File: config.mk
export PLATFORM = sky130hd
export DESIGN_NAME = rcc_top
export DESIGN_NICKNAME = d
export VERILOG_FILES = /design/src/hw/rcc_pkg.sv /design/src/hw/rcc_core_if.sv /design/src/hw/rcc_top.sv /design/src/hw/rcc_sync3.sv /design/src/hw/rcc_clk_div.sv
export VERILOG_INCLUDE_DIRS = /design/src /design/src/hw
export SDC_FILE = /design/constraint.sdc
export NUM_CORES = 1
export LEC_CHECK = 0
export ABC_AREA = 1
export ABC_CLOCK_PERIOD_IN_PS = 3400
export BUFFER_PORTS_ARGS = -buffer_cell sky130_fd_sc_hd__clkbuf_2
export CAP_MARGIN = 30
export CORE_MARGIN = 10
export CORE_UTILIZATION = 39
export CTS_CLUSTER_SIZE = 10
export DETAILED_ROUTE_END_ITERATION = 7
export PLACE_DENSITY = 0.65
export SYNTH_ARGS = -nofsm -noshare
export SYNTH_HDL_FRONTEND = slang
export SYNTH_SLANG_ARGS = --single-unit
File: constraint.sdc
create_clock -name core_clk_i -period 3.4 [get_ports core_clk_i]
set_input_delay 0.17 -clock core_clk_i [delete_from_list [all_inputs] [get_ports core_clk_i]]
set_output_delay 0.17 -clock core_clk_i [all_outputs]
set_load 0.05 [all_outputs]
File: src/hw/rcc_cfg.svh
// constants for the reset and coprocessor control block
// assumes inclusion by package and modules; definitions only
`ifndef RCC_CFG_SVH
`define RCC_CFG_SVH

`define RCC_AW 10
`define RCC_DW 8
`define RCC_SYNC_W 6
`define RCC_SI_COLD 0
`define RCC_SI_FAULT 1
`define RCC_SI_BUSY 2
`define RCC_SI_CHANNEL_CHECK_IN_N 3
`define RCC_SI_TMR2 4
`define RCC_SI_TAG_LINE_ZERO 5
`define RCC_SYNC_RST 6'h2E

`define RCC_RST_CYCLES 8'h80
`define RCC_CNT_ZERO 8'h00
`define RCC_CNT_ONE 8'h01

`define RCC_IO_KBD 10'h064
`define RCC_IO_SPK 10'h061
`define RCC_IO_FPU_RST 10'h0F1
`define RCC_CFG_20 10'h220
`define RCC_CFG_25 10'h225
`define RCC_IRQ_STAT 10'h300
`define RCC_IRQ_CLR 10'h304
`define RCC_IRQ_EN 10'h308
`define RCC_STATE 10'h30C

`define RCC_KBD_CMD 8'hFE
`define RCC_CFG20_FAST_KBD 1
`define RCC_CFG20_FPU_PRES 2
`define RCC_CFG20_RST 8'h06
`define RCC_CFG25_RST 8'h00
`define RCC_SPK_BIT 1
`define RCC_BYTE_ZERO 8'h00

`define RCC_BE_SHUTDOWN 4'hE
`define RCC_BE_HALT 4'hB

`define RCC_EV_W 3
`define RCC_EV_RST 0
`define RCC_EV_FAULT 1
`define RCC_EV_NMI 2
`define RCC_EV_ZERO 3'h0

`define RCC_DIV_CNT_W 3
`define RCC_DIV_ZERO 3'h0
`define RCC_DIV_ONE 3'h1

`endif

File: src/hw/rcc_pkg.sv
// types shared by the reset and coprocessor control modules
// assumes rcc_cfg.svh is on the include path
`include "rcc_cfg.svh"

package rcc_pkg;

    typedef enum logic {RCC_MODE_LATER, RCC_MODE_EARLIER} rcc_host_mode_t;

    typedef struct packed {
        logic [`RCC_SYNC_W-1:0] ff1;
        logic [`RCC_SYNC_W-1:0] ff2;
        logic [`RCC_SYNC_W-1:0] ff3;
        logic [`RCC_SYNC_W-1:0] level;
    } rcc_sync_st_t;

    typedef struct packed {
        logic [`RCC_DIV_CNT_W-1:0] cnt;
        logic bus_clk;
    } rcc_div_st_t;

    typedef struct packed {
        logic [`RCC_DW-1:0] cfg20;
        logic [`RCC_DW-1:0] cfg25;
        logic [`RCC_DW-1:0] port61;
        logic [`RCC_EV_W-1:0] irq_stat;
        logic [`RCC_EV_W-1:0] irq_en;
        logic [`RCC_DW-1:0] host_cnt;
        logic [`RCC_DW-1:0] fpu_cnt;
        logic kbd_pend;
        rcc_host_mode_t mode;
        logic tag_line_zero_strap;
        logic fault_prev;
        logic nmi_prev;
        logic ign_n;
        logic irq13;
        logic host_modified_hit_n_n;
        logic nmi;
        logic spk;
        logic irq;
        logic [`RCC_DW-1:0] rdata;
    } rcc_top_st_t;

endpackage : rcc_pkg

File: src/hw/rcc_core_if.sv
// carrier between the top and its synchroniser and clock divider
// assumes all members live on core_clk_i
`timescale 1ns/10ps
`include "rcc_cfg.svh"

interface rcc_core_if;
    logic [`RCC_SYNC_W-1:0] level;
    logic [1:0] ratio;
    logic bus_clk;
    modport sync_mp (output level);
    modport div_mp (input ratio, output bus_clk);
    modport top_mp (input level, input bus_clk, output ratio);
endinterface : rcc_core_if

File: src/hw/rcc_top.sv
// reset sequencing, coprocessor signalling, nmi and speaker logic
// assumes the host bus status lines and register port are synchronous to
// core_clk_i; all other pins but sys_parity_err_i are asynchronous and pass the synchroniser
//
// Our own choices: the plain strobed port and the register offsets.
`timescale 1ns/10ps
`include "rcc_cfg.svh"

// Functional notes
// cold reset asserts host and coprocessor resets
// decoded shutdown cycle asserts host reset
// every reset assertion ends 128 clocks after its last trigger
// write FE to port 64h: fast reset
// slow keyboard reset waits for halt cycle
// coprocessor reset on host reset, port F1h
// bus clock divided, ratio from index 25h
// ignore-error output pulses low on fault
// earlier host: pin follows coprocessor fault
// active-high coprocessor fault interrupt request
// busy pin level selects host generation
// tag strap low: busy pin is hit
// nmi on parity error or channel check
// speaker from timer 2 and port bit
// speaker is timer AND port bit
module rcc_top
    import rcc_pkg::*;
(
    input wire logic core_clk_i,
    input wire logic rst_n_i,
    input wire logic cold_reset_in_n_i,
    input wire logic host_ads_n_i,
    input wire logic host_mio_i,
    input wire logic host_dc_i,
    input wire logic host_wr_i,
    input wire logic [3:0] host_be_n_i,
    input wire logic fpu_fault_in_n_i,
    input wire logic fpu_busy_in_n_i,
    input wire logic tag_line_zero_i,
    input wire logic channel_check_in_n_i,
    input wire logic sys_parity_err_i,
    input wire logic timer_ch2_in_i,
    input wire logic [`RCC_AW-1:0] reg_addr_i,
    input wire logic [`RCC_DW-1:0] reg_wdata_i,
    input wire logic reg_wr_i,
    input wire logic reg_rd_i,
    output logic [`RCC_DW-1:0] reg_rdata_o,
    output logic host_reset_out_o,
    output logic fpu_reset_out_o,
    output logic expansion_bus_clock_o,
    output logic ignore_fpu_fault_n_o,
    output logic fpu_fault_irq_o,
    output logic host_modified_hit_n_o,
    output logic nmi_o,
    output logic speaker_data_out_o,
    output logic irq_o
);

    rcc_core_if core_if ();

    rcc_top_st_t st_q;
    rcc_top_st_t st_d;

    logic [`RCC_SYNC_W-1:0] raw;
    logic cold_act;
    logic fault_act;
    logic busy_lvl;
    logic channel_check_in_n_act;
    logic tmr2;
    logic tag_line_zero;
    logic special_cyc;
    logic shutdown_cyc;
    logic halt_cyc;
    logic kbd_wr;
    logic kbd_now;
    logic f1_wr;
    logic fpu_present;
    logic host_start;
    logic nmi_src;
    logic [`RCC_EV_W-1:0] events;
    logic [`RCC_DW-1:0] state_word;

    assign raw = {tag_line_zero_i, timer_ch2_in_i, channel_check_in_n_i,
                  fpu_busy_in_n_i, fpu_fault_in_n_i, cold_reset_in_n_i};

    rcc_sync3 u_sync (
        .core_clk_i (core_clk_i),
        .rst_n_i (rst_n_i),
        .raw_i (raw),
        .core (core_if.sync_mp)
    );

    rcc_clk_div u_div (
        .core_clk_i (core_clk_i),
        .rst_n_i (rst_n_i),
        .core (core_if.div_mp)
    );

    assign core_if.ratio = st_q.cfg25[1:0];

    always_comb
    begin
        cold_act = ~core_if.level[`RCC_SI_COLD];
        fault_act = ~core_if.level[`RCC_SI_FAULT];
        busy_lvl = core_if.level[`RCC_SI_BUSY];
        channel_check_in_n_act = ~core_if.level[`RCC_SI_CHANNEL_CHECK_IN_N];
        tmr2 = core_if.level[`RCC_SI_TMR2];
        tag_line_zero = core_if.level[`RCC_SI_TAG_LINE_ZERO];

        // special cycles: I/O space, control, write; byte enables say which
        special_cyc = ~host_ads_n_i & ~host_mio_i & ~host_dc_i & host_wr_i;
        shutdown_cyc = special_cyc & (host_be_n_i == `RCC_BE_SHUTDOWN);
        halt_cyc = special_cyc & (host_be_n_i == `RCC_BE_HALT);

        kbd_wr = reg_wr_i & (reg_addr_i == `RCC_IO_KBD) & (reg_wdata_i == `RCC_KBD_CMD);
        kbd_now = (kbd_wr & st_q.cfg20[`RCC_CFG20_FAST_KBD]) | (st_q.kbd_pend & halt_cyc);
        f1_wr = reg_wr_i & (reg_addr_i == `RCC_IO_FPU_RST);
        fpu_present = st_q.cfg20[`RCC_CFG20_FPU_PRES];
        host_start = cold_act | shutdown_cyc | kbd_now;

        nmi_src = sys_parity_err_i | channel_check_in_n_act;

        events = `RCC_EV_ZERO;
        events[`RCC_EV_RST] = host_start & (st_q.host_cnt == `RCC_CNT_ZERO);
        events[`RCC_EV_FAULT] = fault_act & st_q.fault_prev;
        events[`RCC_EV_NMI] = nmi_src & ~st_q.nmi_prev;

        state_word = `RCC_BYTE_ZERO;
        state_word[0] = st_q.host_cnt != `RCC_CNT_ZERO;
        state_word[1] = st_q.fpu_cnt != `RCC_CNT_ZERO;
        state_word[2] = st_q.kbd_pend;
        state_word[3] = st_q.mode == RCC_MODE_EARLIER;
        state_word[4] = st_q.tag_line_zero_strap;

        st_d = st_q;
        st_d.fault_prev = ~fault_act;
        st_d.nmi_prev = nmi_src;

        // host reset counter: reload on any trigger, so it ends 128 clocks after the last
        if (host_start)
        begin
            st_d.host_cnt = `RCC_RST_CYCLES;
        end
        else if (st_q.host_cnt != `RCC_CNT_ZERO)
        begin
            st_d.host_cnt = st_q.host_cnt - `RCC_CNT_ONE;
        end

        if (cold_act | (fpu_present & (host_start | f1_wr)))
        begin
            st_d.fpu_cnt = `RCC_RST_CYCLES;
        end
        else if (st_q.fpu_cnt != `RCC_CNT_ZERO)
        begin
            st_d.fpu_cnt = st_q.fpu_cnt - `RCC_CNT_ONE;
        end

        // a slow keyboard reset waits; a cold reset discards it
        if (cold_act | halt_cyc)
        begin
            st_d.kbd_pend = 1'b0;
        end
        if (kbd_wr & ~st_q.cfg20[`RCC_CFG20_FAST_KBD] & ~cold_act)
        begin
            st_d.kbd_pend = 1'b1;
        end

        // straps are sampled while the cold reset is held and frozen after
        if (cold_act)
        begin
            st_d.mode = busy_lvl ? RCC_MODE_EARLIER : RCC_MODE_LATER;
            st_d.tag_line_zero_strap = tag_line_zero;
        end

        if (st_q.mode == RCC_MODE_EARLIER)
        begin
            st_d.ign_n = ~fault_act;
        end
        else
        begin
            st_d.ign_n = ~(fault_act & st_q.fault_prev);
        end
        st_d.irq13 = fault_act;
        st_d.host_modified_hit_n_n = st_q.tag_line_zero_strap ? 1'b1 : busy_lvl;
        st_d.nmi = nmi_src;
        st_d.spk = tmr2 & st_q.port61[`RCC_SPK_BIT];

        // register writes
        if (reg_wr_i)
        begin
            unique case (reg_addr_i)
                `RCC_IO_SPK: st_d.port61 = reg_wdata_i;
                `RCC_CFG_20: st_d.cfg20 = reg_wdata_i;
                `RCC_CFG_25: st_d.cfg25 = reg_wdata_i;
                `RCC_IRQ_EN: st_d.irq_en = reg_wdata_i[`RCC_EV_W-1:0];
                default: st_d.irq_en = st_q.irq_en;
            endcase
        end

        // a new event in the cycle of its clear survives
        st_d.irq_stat = st_q.irq_stat;
        if (reg_wr_i & (reg_addr_i == `RCC_IRQ_CLR))
        begin
            st_d.irq_stat = st_q.irq_stat & ~reg_wdata_i[`RCC_EV_W-1:0];
        end
        st_d.irq_stat = st_d.irq_stat | events;
        st_d.irq = |(st_d.irq_stat & st_d.irq_en);

        // read data stands only in the cycle after the strobe
        st_d.rdata = `RCC_BYTE_ZERO;
        if (reg_rd_i)
        begin
            unique case (reg_addr_i)
                `RCC_IO_SPK: st_d.rdata = st_q.port61;
                `RCC_CFG_20: st_d.rdata = st_q.cfg20;
                `RCC_CFG_25: st_d.rdata = st_q.cfg25;
                `RCC_IRQ_STAT: st_d.rdata = {{(`RCC_DW-`RCC_EV_W){1'b0}}, st_q.irq_stat};
                `RCC_IRQ_EN: st_d.rdata = {{(`RCC_DW-`RCC_EV_W){1'b0}}, st_q.irq_en};
                `RCC_STATE: st_d.rdata = state_word;
                default: st_d.rdata = `RCC_BYTE_ZERO;
            endcase
        end
    end

    always_ff @(posedge core_clk_i or negedge rst_n_i)
    begin
        if (!rst_n_i)
        begin
            st_q.cfg20 <= `RCC_CFG20_RST;
            st_q.cfg25 <= `RCC_CFG25_RST;
            st_q.port61 <= `RCC_BYTE_ZERO;
            st_q.irq_stat <= `RCC_EV_ZERO;
            st_q.irq_en <= `RCC_EV_ZERO;
            st_q.host_cnt <= `RCC_RST_CYCLES;
            st_q.fpu_cnt <= `RCC_RST_CYCLES;
            st_q.kbd_pend <= 1'b0;
            st_q.mode <= RCC_MODE_LATER;
            st_q.tag_line_zero_strap <= 1'b1;
            st_q.fault_prev <= 1'b1;
            st_q.nmi_prev <= 1'b0;
            st_q.ign_n <= 1'b1;
            st_q.irq13 <= 1'b0;
            st_q.host_modified_hit_n_n <= 1'b1;
            st_q.nmi <= 1'b0;
            st_q.spk <= 1'b0;
            st_q.irq <= 1'b0;
            st_q.rdata <= `RCC_BYTE_ZERO;
        end
        else
        begin
            st_q <= st_d;
        end
    end

    // reset outputs decode the counters directly: high until 128 edges after the last load
    assign host_reset_out_o = st_q.host_cnt != `RCC_CNT_ZERO;
    assign fpu_reset_out_o = st_q.fpu_cnt != `RCC_CNT_ZERO;
    assign expansion_bus_clock_o = core_if.bus_clk;
    assign ignore_fpu_fault_n_o = st_q.ign_n;
    assign fpu_fault_irq_o = st_q.irq13;
    assign host_modified_hit_n_o = st_q.host_modified_hit_n_n;
    assign nmi_o = st_q.nmi;
    assign speaker_data_out_o = st_q.spk;
    assign irq_o = st_q.irq;
    assign reg_rdata_o = st_q.rdata;

endmodule : rcc_top

File: src/hw/rcc_sync3.sv
// three-flop synchroniser for the asynchronous pin inputs
// assumes pins may change at any time relative to core_clk_i
`timescale 1ns/10ps
`include "rcc_cfg.svh"

module rcc_sync3
    import rcc_pkg::*;
(
    input wire logic core_clk_i,
    input wire logic rst_n_i,
    input wire logic [`RCC_SYNC_W-1:0] raw_i,
    rcc_core_if.sync_mp core
);

    rcc_sync_st_t st_q;
    rcc_sync_st_t st_d;

    always_comb
    begin
        st_d = st_q;
        st_d.ff1 = raw_i;
        st_d.ff2 = st_q.ff1;
        st_d.ff3 = st_q.ff2;
        // a change counts only once the second and third stage agree
        st_d.level = (st_q.ff2 & st_q.ff3) | (st_q.level & (st_q.ff2 | st_q.ff3));
    end

    always_ff @(posedge core_clk_i or negedge rst_n_i)
    begin
        if (!rst_n_i)
        begin
            st_q <= {4{`RCC_SYNC_RST}};
        end
        else
        begin
            st_q <= st_d;
        end
    end

    assign core.level = st_q.level;

endmodule : rcc_sync3

File: src/hw/rcc_clk_div.sv
// expansion bus clock divider, divide by 2, 4, 6 or 8
// assumes the ratio comes from a register on the same clock
`timescale 1ns/10ps
`include "rcc_cfg.svh"

module rcc_clk_div
    import rcc_pkg::*;
(
    input wire logic core_clk_i,
    input wire logic rst_n_i,
    rcc_core_if.div_mp core
);

    rcc_div_st_t st_q;
    rcc_div_st_t st_d;
    logic [`RCC_DIV_CNT_W-1:0] half_m1;

    always_comb
    begin
        half_m1 = {1'b0, core.ratio};
        st_d = st_q;
        // compare with >= so a smaller ratio written mid-period cannot strand the counter
        if (st_q.cnt >= half_m1)
        begin
            st_d.cnt = `RCC_DIV_ZERO;
            st_d.bus_clk = ~st_q.bus_clk;
        end
        else
        begin
            st_d.cnt = st_q.cnt + `RCC_DIV_ONE;
        end
    end

    always_ff @(posedge core_clk_i or negedge rst_n_i)
    begin
        if (!rst_n_i)
        begin
            st_q <= '0;
        end
        else
        begin
            st_q <= st_d;
        end
    end

    assign core.bus_clk = st_q.bus_clk;

endmodule : rcc_clk_div

==> results of run 1 <==
[layout make-up]
type / count / area share, %
timing repair buffer: 64 / 7.963
clock inverter: 6 / 0.9699
sequential: 92 / 47.58
multi-input combinational: 303 / 31.75
clock buffer: 10 / 2.808
tap: 140 / 3.573
inverter: 70 / 5.360
[state kept, by name (all words and copies together) (netlist names)]
register               count
ignore_fpu_fault_n_o       1
u_sync.core.level          6
u_div.st_q                 3
host_modified_hit_n_o      1
u_sync.st_q                6
reg_rdata_o                8
u_div.core.bus_clk         1
fpu_present                1
core_if.ratio              2
irq_o                      1
speaker_data_out_o         1
u_sync.st_d               12
st_q                      47
fpu_fault_irq_o            1
nmi_o                      1
[worst paths after layout]
kind / startpoint / end / slack, ns
worst max-delay path: st_q[27] / host_reset_out_o / 1.41
worst min-delay path: reg_wdata_i[7] / st_q[64] / 0.1
worst max register to register: st_q[19] / st_q[23] / 1.79
worst min register to register: u_sync.st_d[14] / u_sync.st_d[8] / 0.36
max in group asynchronous: rst_n_i / st_q[63] / 2.50
min in group asynchronous: rst_n_i / u_sync.st_q[10] / 0.16
[placed cells by master (no fill, tap or decap), types with 2 or more instances in the layout]
master | Yosys | final
nand4_1 | 5 | 5
nand2_2 | 11 | 11
xor2_1 | 5 | 5
xnor2_1 | 2 | 2
buf_4 | 9 | 3
dfstp_2 | 24 | 24
nor2_1 | 51 | 51
inv_1 | 56 | 56
nand3_2 | 3 | 3
clkbuf_8 | 0 | 10
clkinv_4 | 0 | 2
o21ai_2 | 8 | 8
inv_2 | 14 | 14
nor2_2 | 7 | 7
nor3_1 | 6 | 6
nand2_1 | 119 | 119
maj3_1 | 6 | 6
mux2_2 | 2 | 2
ha_1 | 5 | 5
a21oi_1 | 14 | 14
dlygate4sd3_1 | 0 | 8
clkbuf_2 | 0 | 52
dfrtp_1 | 68 | 68
o21ai_1 | 20 | 20
clkinv_2 | 0 | 2
nor2_4 | 5 | 5
o21ai_0 | 7 | 7
nand3_1 | 19 | 19
nor3_2 | 2 | 2
[worst reg2reg max path: stages (launching register included)]
cell	delay [ns]
dfrtp_1	0.40
inv_1	0.08
ha_1	0.18
nand3_1	0.13
nor2_1	0.18
nand2_2	0.18
nand3_1	0.13
xor2_1	0.17
nor2_1	0.06
[stage by stage]
stage          hold slack, ns  total power [mW]  area (sq um)  utilization (%)
2_1_floorplan         -0.1256             1.753          4258                -
3_3_place_gp           0.2575             1.889          4609            42.90
3_5_place_dp         0.007932             1.918          4637            43.15
4_1_cts               0.08461             2.626          4902            45.62
5_1_grt               0.09809             2.766          4902            45.62
6_report              0.09874             2.598          4902            45.62
[cells by family (layout without fill, tap and decap cells)]
logic type	count (synthesis)	in the layout	synth area share [%]
multiplexers	2	2	0.5289
AND/OR/NAND/NOR	232	232	24.86
adder cells (fa/ha/maj)	11	11	2.880
AO/OA/AOI/OAI	51	51	6.847
buffers and inverters	83	150	8.668
flip-flops	92	92	54.78
XOR/XNOR	7	7	1.440
[repair_timing]
action / 4_1_cts / 5_1_grt
resized for setup: 0 / 0
buffers inserted: 0 / 0
hold buffers: 8 / 0
endpoints found under the hold margin: 64 / 0
[metal layers]
| metal | global-route usage [%] | share of wire, % | up-vias |
|---|---|---|---|
| li1 | - | - | 1603 |
| met1 | 15.17 | 48 | 1495 |
| met3 | 3.702 | 4.9 | 14 |
| met2 | 18.52 | 45 | 69 |
| met4 | 5.346 | 1.9 | 0 |
| met5 | 0 | 0 | - |
[report_power, final]
group          switching (mW)  internal [mW]
registers              0.0836           1.23
logic                   0.372          0.218
clock network           0.401          0.293
==> flow_metrics.env, run 1 <==
export IMPL_cts_made_buffers=9
export IMPL_synth_area_sq_um=4258
export IMPL_cpPeakStageDelay_ns=0.39
export IMPL_drtPass1Iterations=5
export IMPL_grt_remaining_overflow=0
export IMPL_num_vias=3181
export IMPL_cpMostUsedCell="inv_1"
export IMPL_hold_viol_final=0
export IMPL_netlist_top_cells_count="119 x nand2_1, 68 x dfrtp_1, 56 x inv_1"
export IMPL_hp_class="in2reg"
export IMPL_startpoint_type="flop"
export IMPL_path_max_fanout=7
export IMPL_drive_gt1_share_pct=27.71
export IMPL_netlist_instances=478
export IMPL_synthFlopType="dfrtp_1"
export IMPL_die_w_um=124.5
export IMPL_slew_headroom_pct=66.27
export IMPL_grt_max_degree=76
export IMPL_regArea_sq_um=2332
export IMPL_max_freq_ghz=0.5028
export IMPL_crit_type="reg2out"
export IMPL_fin_crit_ns=1.989
export IMPL_clock_latency_ns=0.37
export IMPL_worstMarginPinSlew_ns=0.5031
export IMPL_ys_async_sr_fraction_pct=100.0
export IMPL_post_route_period_util_pct=58.50
export IMPL_clockBufferDepth=2
export IMPL_dieHeight_um=124.5
export IMPL_ys_ff_latch=92
export IMPL_setup_violations=0
export IMPL_multi_input_area_sq_um=1556
export IMPL_initial_core_util_pct=39.63
export IMPL_ff2ff_path_depth=8
export IMPL_crit_arrival_ns=1.82
export IMPL_design_die_area_sq_um=15500
export IMPL_cts_root_buf="clkbuf_8"
export IMPL_htreeDepth=3
export IMPL_routabilityCongestion=0.8805
export IMPL_synth_edff_count=0
export IMPL_detail_route_wl_per_cell_um=13.18
export IMPL_yosysWarnings=0
export IMPL_yosysSeqAreaShare_pct=54.78
export IMPL_synth_distinct_cells=32
export IMPL_grt_pass1_vias=3354
export IMPL_path_depth=8
export IMPL_yosysTopAreaCell="dfrtp_1"
export IMPL_rsz0062_at_grt="no"
export IMPL_synth_area_top_cells="dfrtp_1 40%, dfstp_2 15%, nand2_1 10%"
export IMPL_status="finished clean"
export IMPL_syn_nets=520
export IMPL_syn_to_final_growth_pct=15.13
export IMPL_n_antenna_cell=0
export IMPL_path_delay_family="buffers and inverters"
export IMPL_drc=0
export IMPL_drtIter0Drc=186
export IMPL_setup_tns_ns=0
export IMPL_required_ns=3.23
export IMPL_detail_route_antenna_nets=0
export IMPL_worstHoldPathCells=3
export IMPL_routed_wl_um=9031
export IMPL_syn_avg_cell_area_sq_um=8.908
export IMPL_dp_cells=661
export IMPL_dp_hpwl_um=6770
export IMPL_p_leak_nw=2.450
export IMPL_clk_pin_slew_ns=0.10
export IMPL_portBuffers=53
export IMPL_setup_ws_ns=1.411
export IMPL_synth_most_common_cell="nand2_1"
export IMPL_fin_cells=685
export IMPL_grt_total_usage_pct=12.03
export IMPL_boundaryPins=54
export IMPL_setup_worst_path_end_class="output port"
export IMPL_row_count=38
export IMPL_crit_slowest_cell="dfrtp_1"
export IMPL_antenna_found_initial=0
export IMPL_cp_cell_sequence="inv_1, ha_1, nand2_1, inv_1, nand2_1, nor2_4, inv_1, clkbuf_2"
export IMPL_fin_skew_ns=0.01299
export IMPL_ir_drop_mv=0.2598
export IMPL_cts_sinks=92
export IMPL_synth_top_area_share_pct=39.96
export IMPL_slew_violations=0
export IMPL_cap_violations=0
export IMPL_grt_pass1_wl_um=15530
export IMPL_core_area_sq_um=10750
export IMPL_vias_per_cell=4.644
export IMPL_nFillCells=1041
export IMPL_pre_cts_slack_ns=1.818
export IMPL_crit_buf_inv=4
export IMPL_cts_tree="built"
export IMPL_final_nets=582
export IMPL_p_per_area_nw_per_um2=530.0
Note: power is estimated with default switching activity, not from simulation.
==> inputs of run 2 (changes only) <==
Settings changed: ABC_CLOCK_PERIOD_IN_PS 3400 to 1950.
Clock period 3.4 ns to 1.95 ns, I/O delays scaled along.
==> run 2 against run 1 <==
Against the previous run: worst setup slack lost 1.3 ns; total power grew 76%; combinational power is 81% higher; count of clock-buffer cells in the layout did not move; sequential share of layout area fell by 0.66 points; cell area up 1.4%; sequential cell count did not move; first-iteration DRC count increased by 11%; critical path type unchanged; largest power group unchanged.
==> flow_metrics.env, run 2 (synthesized netlist as in run 1, its figures left out) <==
export IMPL_status="finished clean"
export IMPL_path_max_fanout=4
export IMPL_drtIter0Drc=207
export IMPL_grt_max_degree=36
export IMPL_final_nets=591
export IMPL_fin_skew_ns=0.01164
export IMPL_worstHoldPathCells=3
export IMPL_die_w_um=124.5
export IMPL_cts_made_buffers=9
export IMPL_core_area_sq_um=10750
export IMPL_post_route_period_util_pct=94.39
export IMPL_largest_reg_flops=47
export IMPL_setup_worst_path_end_class="output port"
export IMPL_hp_class="in2reg"
export IMPL_clock_latency_ns=0.36
export IMPL_num_vias=3220
export IMPL_p_total_mw=4.576
export IMPL_dieHeight_um=124.5
export IMPL_slew_violations=0
export IMPL_routed_wl_um=9097
export IMPL_drtPass1Iterations=5
export IMPL_routabilityCongestion=0.8525
export IMPL_reg2reg_from="st_q[19]"
export IMPL_setup_violations=0
export IMPL_p_leak_nw=2.480
export IMPL_detail_route_wl_per_cell_um=13.09
export IMPL_portBuffers=53
export IMPL_hold_viol_final=0
export IMPL_fin_crit_ns=1.841
export IMPL_detail_route_antenna_nets=0
export IMPL_max_freq_ghz=0.5433
export IMPL_syn_to_final_growth_pct=16.75
export IMPL_boundaryPins=54
export IMPL_cap_violations=0
export IMPL_grt_pass1_wl_um=15480
export IMPL_required_ns=1.85
export IMPL_worstMarginPinSlew_ns=0.4987
export IMPL_grt_pass1_vias=3222
export IMPL_clockBufferDepth=2
export IMPL_reg2reg_slack_ns=0.31
export IMPL_cts_tree="built"
export IMPL_holdWs_ns=0.01705
export IMPL_timing_rr_end="st_q[23]"
export IMPL_drc=0
export IMPL_ir_drop_mv=0.5485
export IMPL_regMostFlops="st_q"
export IMPL_final_common_cell="nand2_1"
export IMPL_dp_hpwl_um=6817
export IMPL_cts_root_buf="clkbuf_8"
export IMPL_drive_gt1_share_pct=28.88
export IMPL_grt_remaining_overflow=0
export IMPL_whs_endpoint="st_q[56]"
export IMPL_crit_arrival_ns=1.74
export IMPL_htreeDepth=3
export IMPL_vias_per_cell=4.633
export IMPL_slew_headroom_pct=66.75
export IMPL_cts_sinks=92
export IMPL_setup_tns_ns=0
export IMPL_nFillCells=1029
export IMPL_antenna_found_initial=0
export IMPL_grt_total_usage_pct=11.95
export IMPL_initial_core_util_pct=39.63
export IMPL_row_count=38
export IMPL_mostFrequentLayoutCells="119 x nand2_1, 68 x dfrtp_1, 56 x inv_1, 51 x nor2_1, 50 x clkbuf_2"
export IMPL_holdCritStartpoint="reg_wdata_i[7]"
export IMPL_p_per_area_nw_per_um2=920.4
export IMPL_design_die_area_sq_um=15500
export IMPL_clk_pin_slew_ns=0.10
export IMPL_ff2ff_path_depth=9
export IMPL_crit_type="reg2out"
export IMPL_startpoint_type="flop"
-- run 2: report_power, final --
| part | switching [mW] | internal (mW) | leakage, nW |
|---|---|---|---|
| clock network | 0.719 | 0.493 | 0.0913 |
| logic | 0.654 | 0.412 | 1.26 |
| registers | 0.152 | 2.15 | 1.12 |
-- run 2: worst max-delay path, stage by stage, from the launching register on --
cell	delay [ns]
dfrtp_1	0.39
inv_1	0.12
ha_2	0.21
nand2_1	0.06
inv_1	0.06
nand2_1	0.10
nor2_4	0.17
inv_1	0.09
buf_4	0.19
-- run 2: how the worst max path moves through the flow --
stage / startpoint / end / slack, ns / cells after the start
3_5_place_dp: st_q[19] / st_q[21] / 0.38 / 8
2_1_floorplan: st_q[27] / reg_rdata_o[0] / 0.32 / 11
5_1_grt: st_q[27] / host_reset_out_o / -0.02 / 8
4_1_cts: st_q[27] / host_reset_out_o / 0.003 / 8
3_3_place_gp: st_q[27] / reg_rdata_o[0] / 0.48 / 11
6_report: st_q[27] / host_reset_out_o / 0.11 / 8
-- run 2: timing repair --
item,CTS,global route
resized for setup,0,6
hold endpoints to repair,38,0
setup endpoints to repair,0,2
buffers inserted,0,8
hold buffers,8,0
-- run 2: through the flow --
stage	util [%]	setup slack [ns]	cell area (sq um)	instances
after floorplan	-	0.3169	4258	478
after global placement	43.15	0.4812	4637	662
after detailed placement	43.15	0.3819	4637	662
after CTS	45.61	0.003224	4901	686
after global routing	46.24	-0.02287	4969	694
final	46.26	0.1094	4971	695
-- run 2: area by class of cell --
cell class                      instances  area (sq um)  share of cell area [%]
Multi-Input combinational cell        303          1559                   31.36
Timing Repair Buffer                   73         455.4                   9.162
Clock buffer                           10         127.6                   2.567
Clock inverter                          6         56.30                   1.133
Tap cell                              140         175.2                   3.524
Sequential cell                        92          2332                   46.92
Antenna cell                            1         2.502                 0.05034
Inverter                               70         262.8                   5.286
-- run 2: metal layers --
metal  GRT usage [%]  vias up  wire length, um
met1           15.13     1491             4136
met5               0        -                0
li1                -     1625                -
met2           18.67       88             4189
met4           4.181        0              183
met3           3.915       16              588
==> inputs of run 3 (changes only) <==
Settings changed: PLACE_DENSITY 0.65 to not set.
==> run 3 against run 2 <==
Against the previous run: non-clock buffer count fell by 6; final cell count fell by 1.0%; first-iteration DRC count fell by 20%; utilization fell by 0.42 points; cell area fell by 0.91%; critical path depth fell by 2; worst setup slack got worse by 0.0019 ns; maximum frequency fell by 0.10%; critical path type unchanged; largest cell class unchanged; highest routed layer unchanged.
==> flow_metrics.env, run 3 (synthesized netlist as in run 1, its figures left out) <==
export IMPL_cts_tree="built"
export IMPL_p_total_mw=4.537
export IMPL_drive_gt1_share_pct=27.55
export IMPL_final_nets=585
export IMPL_reg2reg_from="st_q[19]"
export IMPL_whs_endpoint="st_q[54]"
export IMPL_required_ns=1.85
export IMPL_num_vias=3140
export IMPL_p_leak_nw=2.454
export IMPL_boundaryPins=54
export IMPL_clock_latency_ns=0.36
export IMPL_n_antenna_cell=0
export IMPL_startpoint_type="flop"
export IMPL_dieHeight_um=124.5
export IMPL_holdCritStartpoint="reg_wdata_i[5]"
export IMPL_cts_made_buffers=9
export IMPL_path_depth=6
export IMPL_max_freq_ghz=0.5427
export IMPL_vias_per_cell=4.564
export IMPL_setup_violations=0
export IMPL_status="finished clean"
export IMPL_timing_rr_end="st_q[23]"
export IMPL_reg2reg_slack_ns=0.32
export IMPL_cts_root_buf="clkbuf_8"
export IMPL_design_die_area_sq_um=15500
export IMPL_crit_buf_inv=2
export IMPL_path_delay_family="simple AND/OR/NAND/NOR gates"
export IMPL_final_common_cell="nand2_1"
export IMPL_core_area_sq_um=10750
export IMPL_path_max_fanout=10
export IMPL_slew_violations=0
export IMPL_mostFrequentLayoutCells="118 x nand2_1, 68 x dfrtp_1, 56 x inv_1, 51 x nor2_1, 50 x clkbuf_2"
export IMPL_cts_sinks=92
export IMPL_p_per_area_nw_per_um2=920.9
export IMPL_pre_cts_slack_ns=0.3585
export IMPL_regMostFlops="st_q"
export IMPL_crit_arrival_ns=1.74
export IMPL_htreeDepth=3
export IMPL_fin_skew_ns=0.01223
export IMPL_clockBufferDepth=2
export IMPL_fin_cells=688
export IMPL_detail_route_wl_per_cell_um=13.01
export IMPL_grt_total_usage_pct=11.66
export IMPL_syn_to_final_growth_pct=15.69
export IMPL_antenna_found_initial=0
export IMPL_grt_max_degree=51
export IMPL_slew_headroom_pct=67.81
export IMPL_nFillCells=1066
export IMPL_initial_core_util_pct=39.63
export IMPL_detail_route_antenna_nets=0
export IMPL_fin_crit_ns=1.842
export IMPL_drtPass1Iterations=4
export IMPL_dp_cells=660
export IMPL_setup_worst_path_end_class="output port"
export IMPL_ff2ff_path_depth=8
export IMPL_hp_class="in2reg"
export IMPL_cap_violations=0
export IMPL_portBuffers=53
export IMPL_cp_cell_sequence="inv_1, ha_1, nand3_1, nor2_1, nand2_2, buf_4"
export IMPL_dp_hpwl_um=6683
export IMPL_ir_drop_mv=0.4797
export IMPL_drc=0
export IMPL_drtIter0Drc=166
export IMPL_post_route_period_util_pct=94.49
export IMPL_hold_viol_final=0
export IMPL_clk_pin_slew_ns=0.09
export IMPL_worstHoldPathCells=3
export IMPL_setup_ws_ns=0.1075
export IMPL_routabilityCongestion=0.8274
export IMPL_grt_pass1_vias=3094
export IMPL_grt_remaining_overflow=0
export IMPL_largest_reg_flops=47
export IMPL_setup_tns_ns=0
export IMPL_die_w_um=124.5
export IMPL_crit_slowest_cell="dfrtp_1"
export IMPL_crit_type="reg2out"
export IMPL_row_count=38
export IMPL_worstMarginPinSlew_ns=0.4802
export IMPL_grt_pass1_wl_um=15020
export IMPL_cpPeakStageDelay_ns=0.39
export IMPL_routed_wl_um=8949
export IMPL_fin_area_sq_um=4926
export IMPL_dpl_instance_area_sq_um=4622
==> run 3: cell count changes in the layout (fill, tap and decap cells not counted), sizes merged <==
cell / change
buf: -6
diode: -1
clkinvlp: -1
dlygate4sd3: +1
clkbuf: +3
inv: -3
==> run 3: timing repair <==
action | in CTS | in global routing
gates resized for setup | 0 | 8
hold buffers | 9 | 0
endpoints found under the setup margin | 0 | 2
hold endpoints to repair | 74 | 0
buffers inserted | 0 | 3
==> run 3: report_power, final <==
group	total [mW]	switching, mW	internal, mW
clock network	1.19	0.638	0.551
registers	2.30	0.155	2.15
logic	1.05	0.649	0.397
total	4.54	1.44	3.09
==> run 3: per-stage QoR <==
stage          utilization (%)  hold slack [ns]
2_1_floorplan                -          -0.1981
3_3_place_gp             43.01          0.01444
3_5_place_dp             43.01          0.01737
4_1_cts                  45.54         0.005544
5_1_grt                  45.84          0.01752
6_report                 45.84          0.02037
==> run 3: area by class of cell <==
| type | count | area (sq um) | share of cell area (%) |
|---|---|---|---|
| clock buffers | 14 | 163.9 | 3.327 |
| clock inverters | 2 | 17.52 | 0.3556 |
| inverters | 70 | 262.8 | 5.334 |
| multi-input cells | 303 | 1562 | 31.70 |
| flip-flops and latches | 92 | 2332 | 47.35 |
| well taps | 140 | 175.2 | 3.556 |
| repair buffers | 67 | 412.9 | 8.382 |
==> run 3: worst register-to-register path, cell delays in order (launching register included) <==
cell	delay, ns
dfrtp_1	0.39
inv_1	0.08
ha_1	0.20
nand3_1	0.13
nor2_1	0.18
nand2_2	0.18
nand3_1	0.13
xor2_1	0.17
nor2_1	0.07
==> run 3: metal layers <==
metal	global-route usage [%]	routed length, um
met1	15.46	4394
met2	17.52	4017
met3	3.787	451
met4	3.701	85
met5	0	0
==> run 3: worst max path at each step <==
stage / start / to / slack, ns
6_report: st_q[19] / fpu_reset_out_o / 0.11
5_1_grt: st_q[27] / host_reset_out_o / -0.01
4_1_cts: st_q[27] / host_reset_out_o / 0.01
3_5_place_dp: st_q[19] / st_q[23] / 0.36
3_3_place_gp: st_q[19] / st_q[23] / 0.48
2_1_floorplan: st_q[27] / reg_rdata_o[0] / 0.32
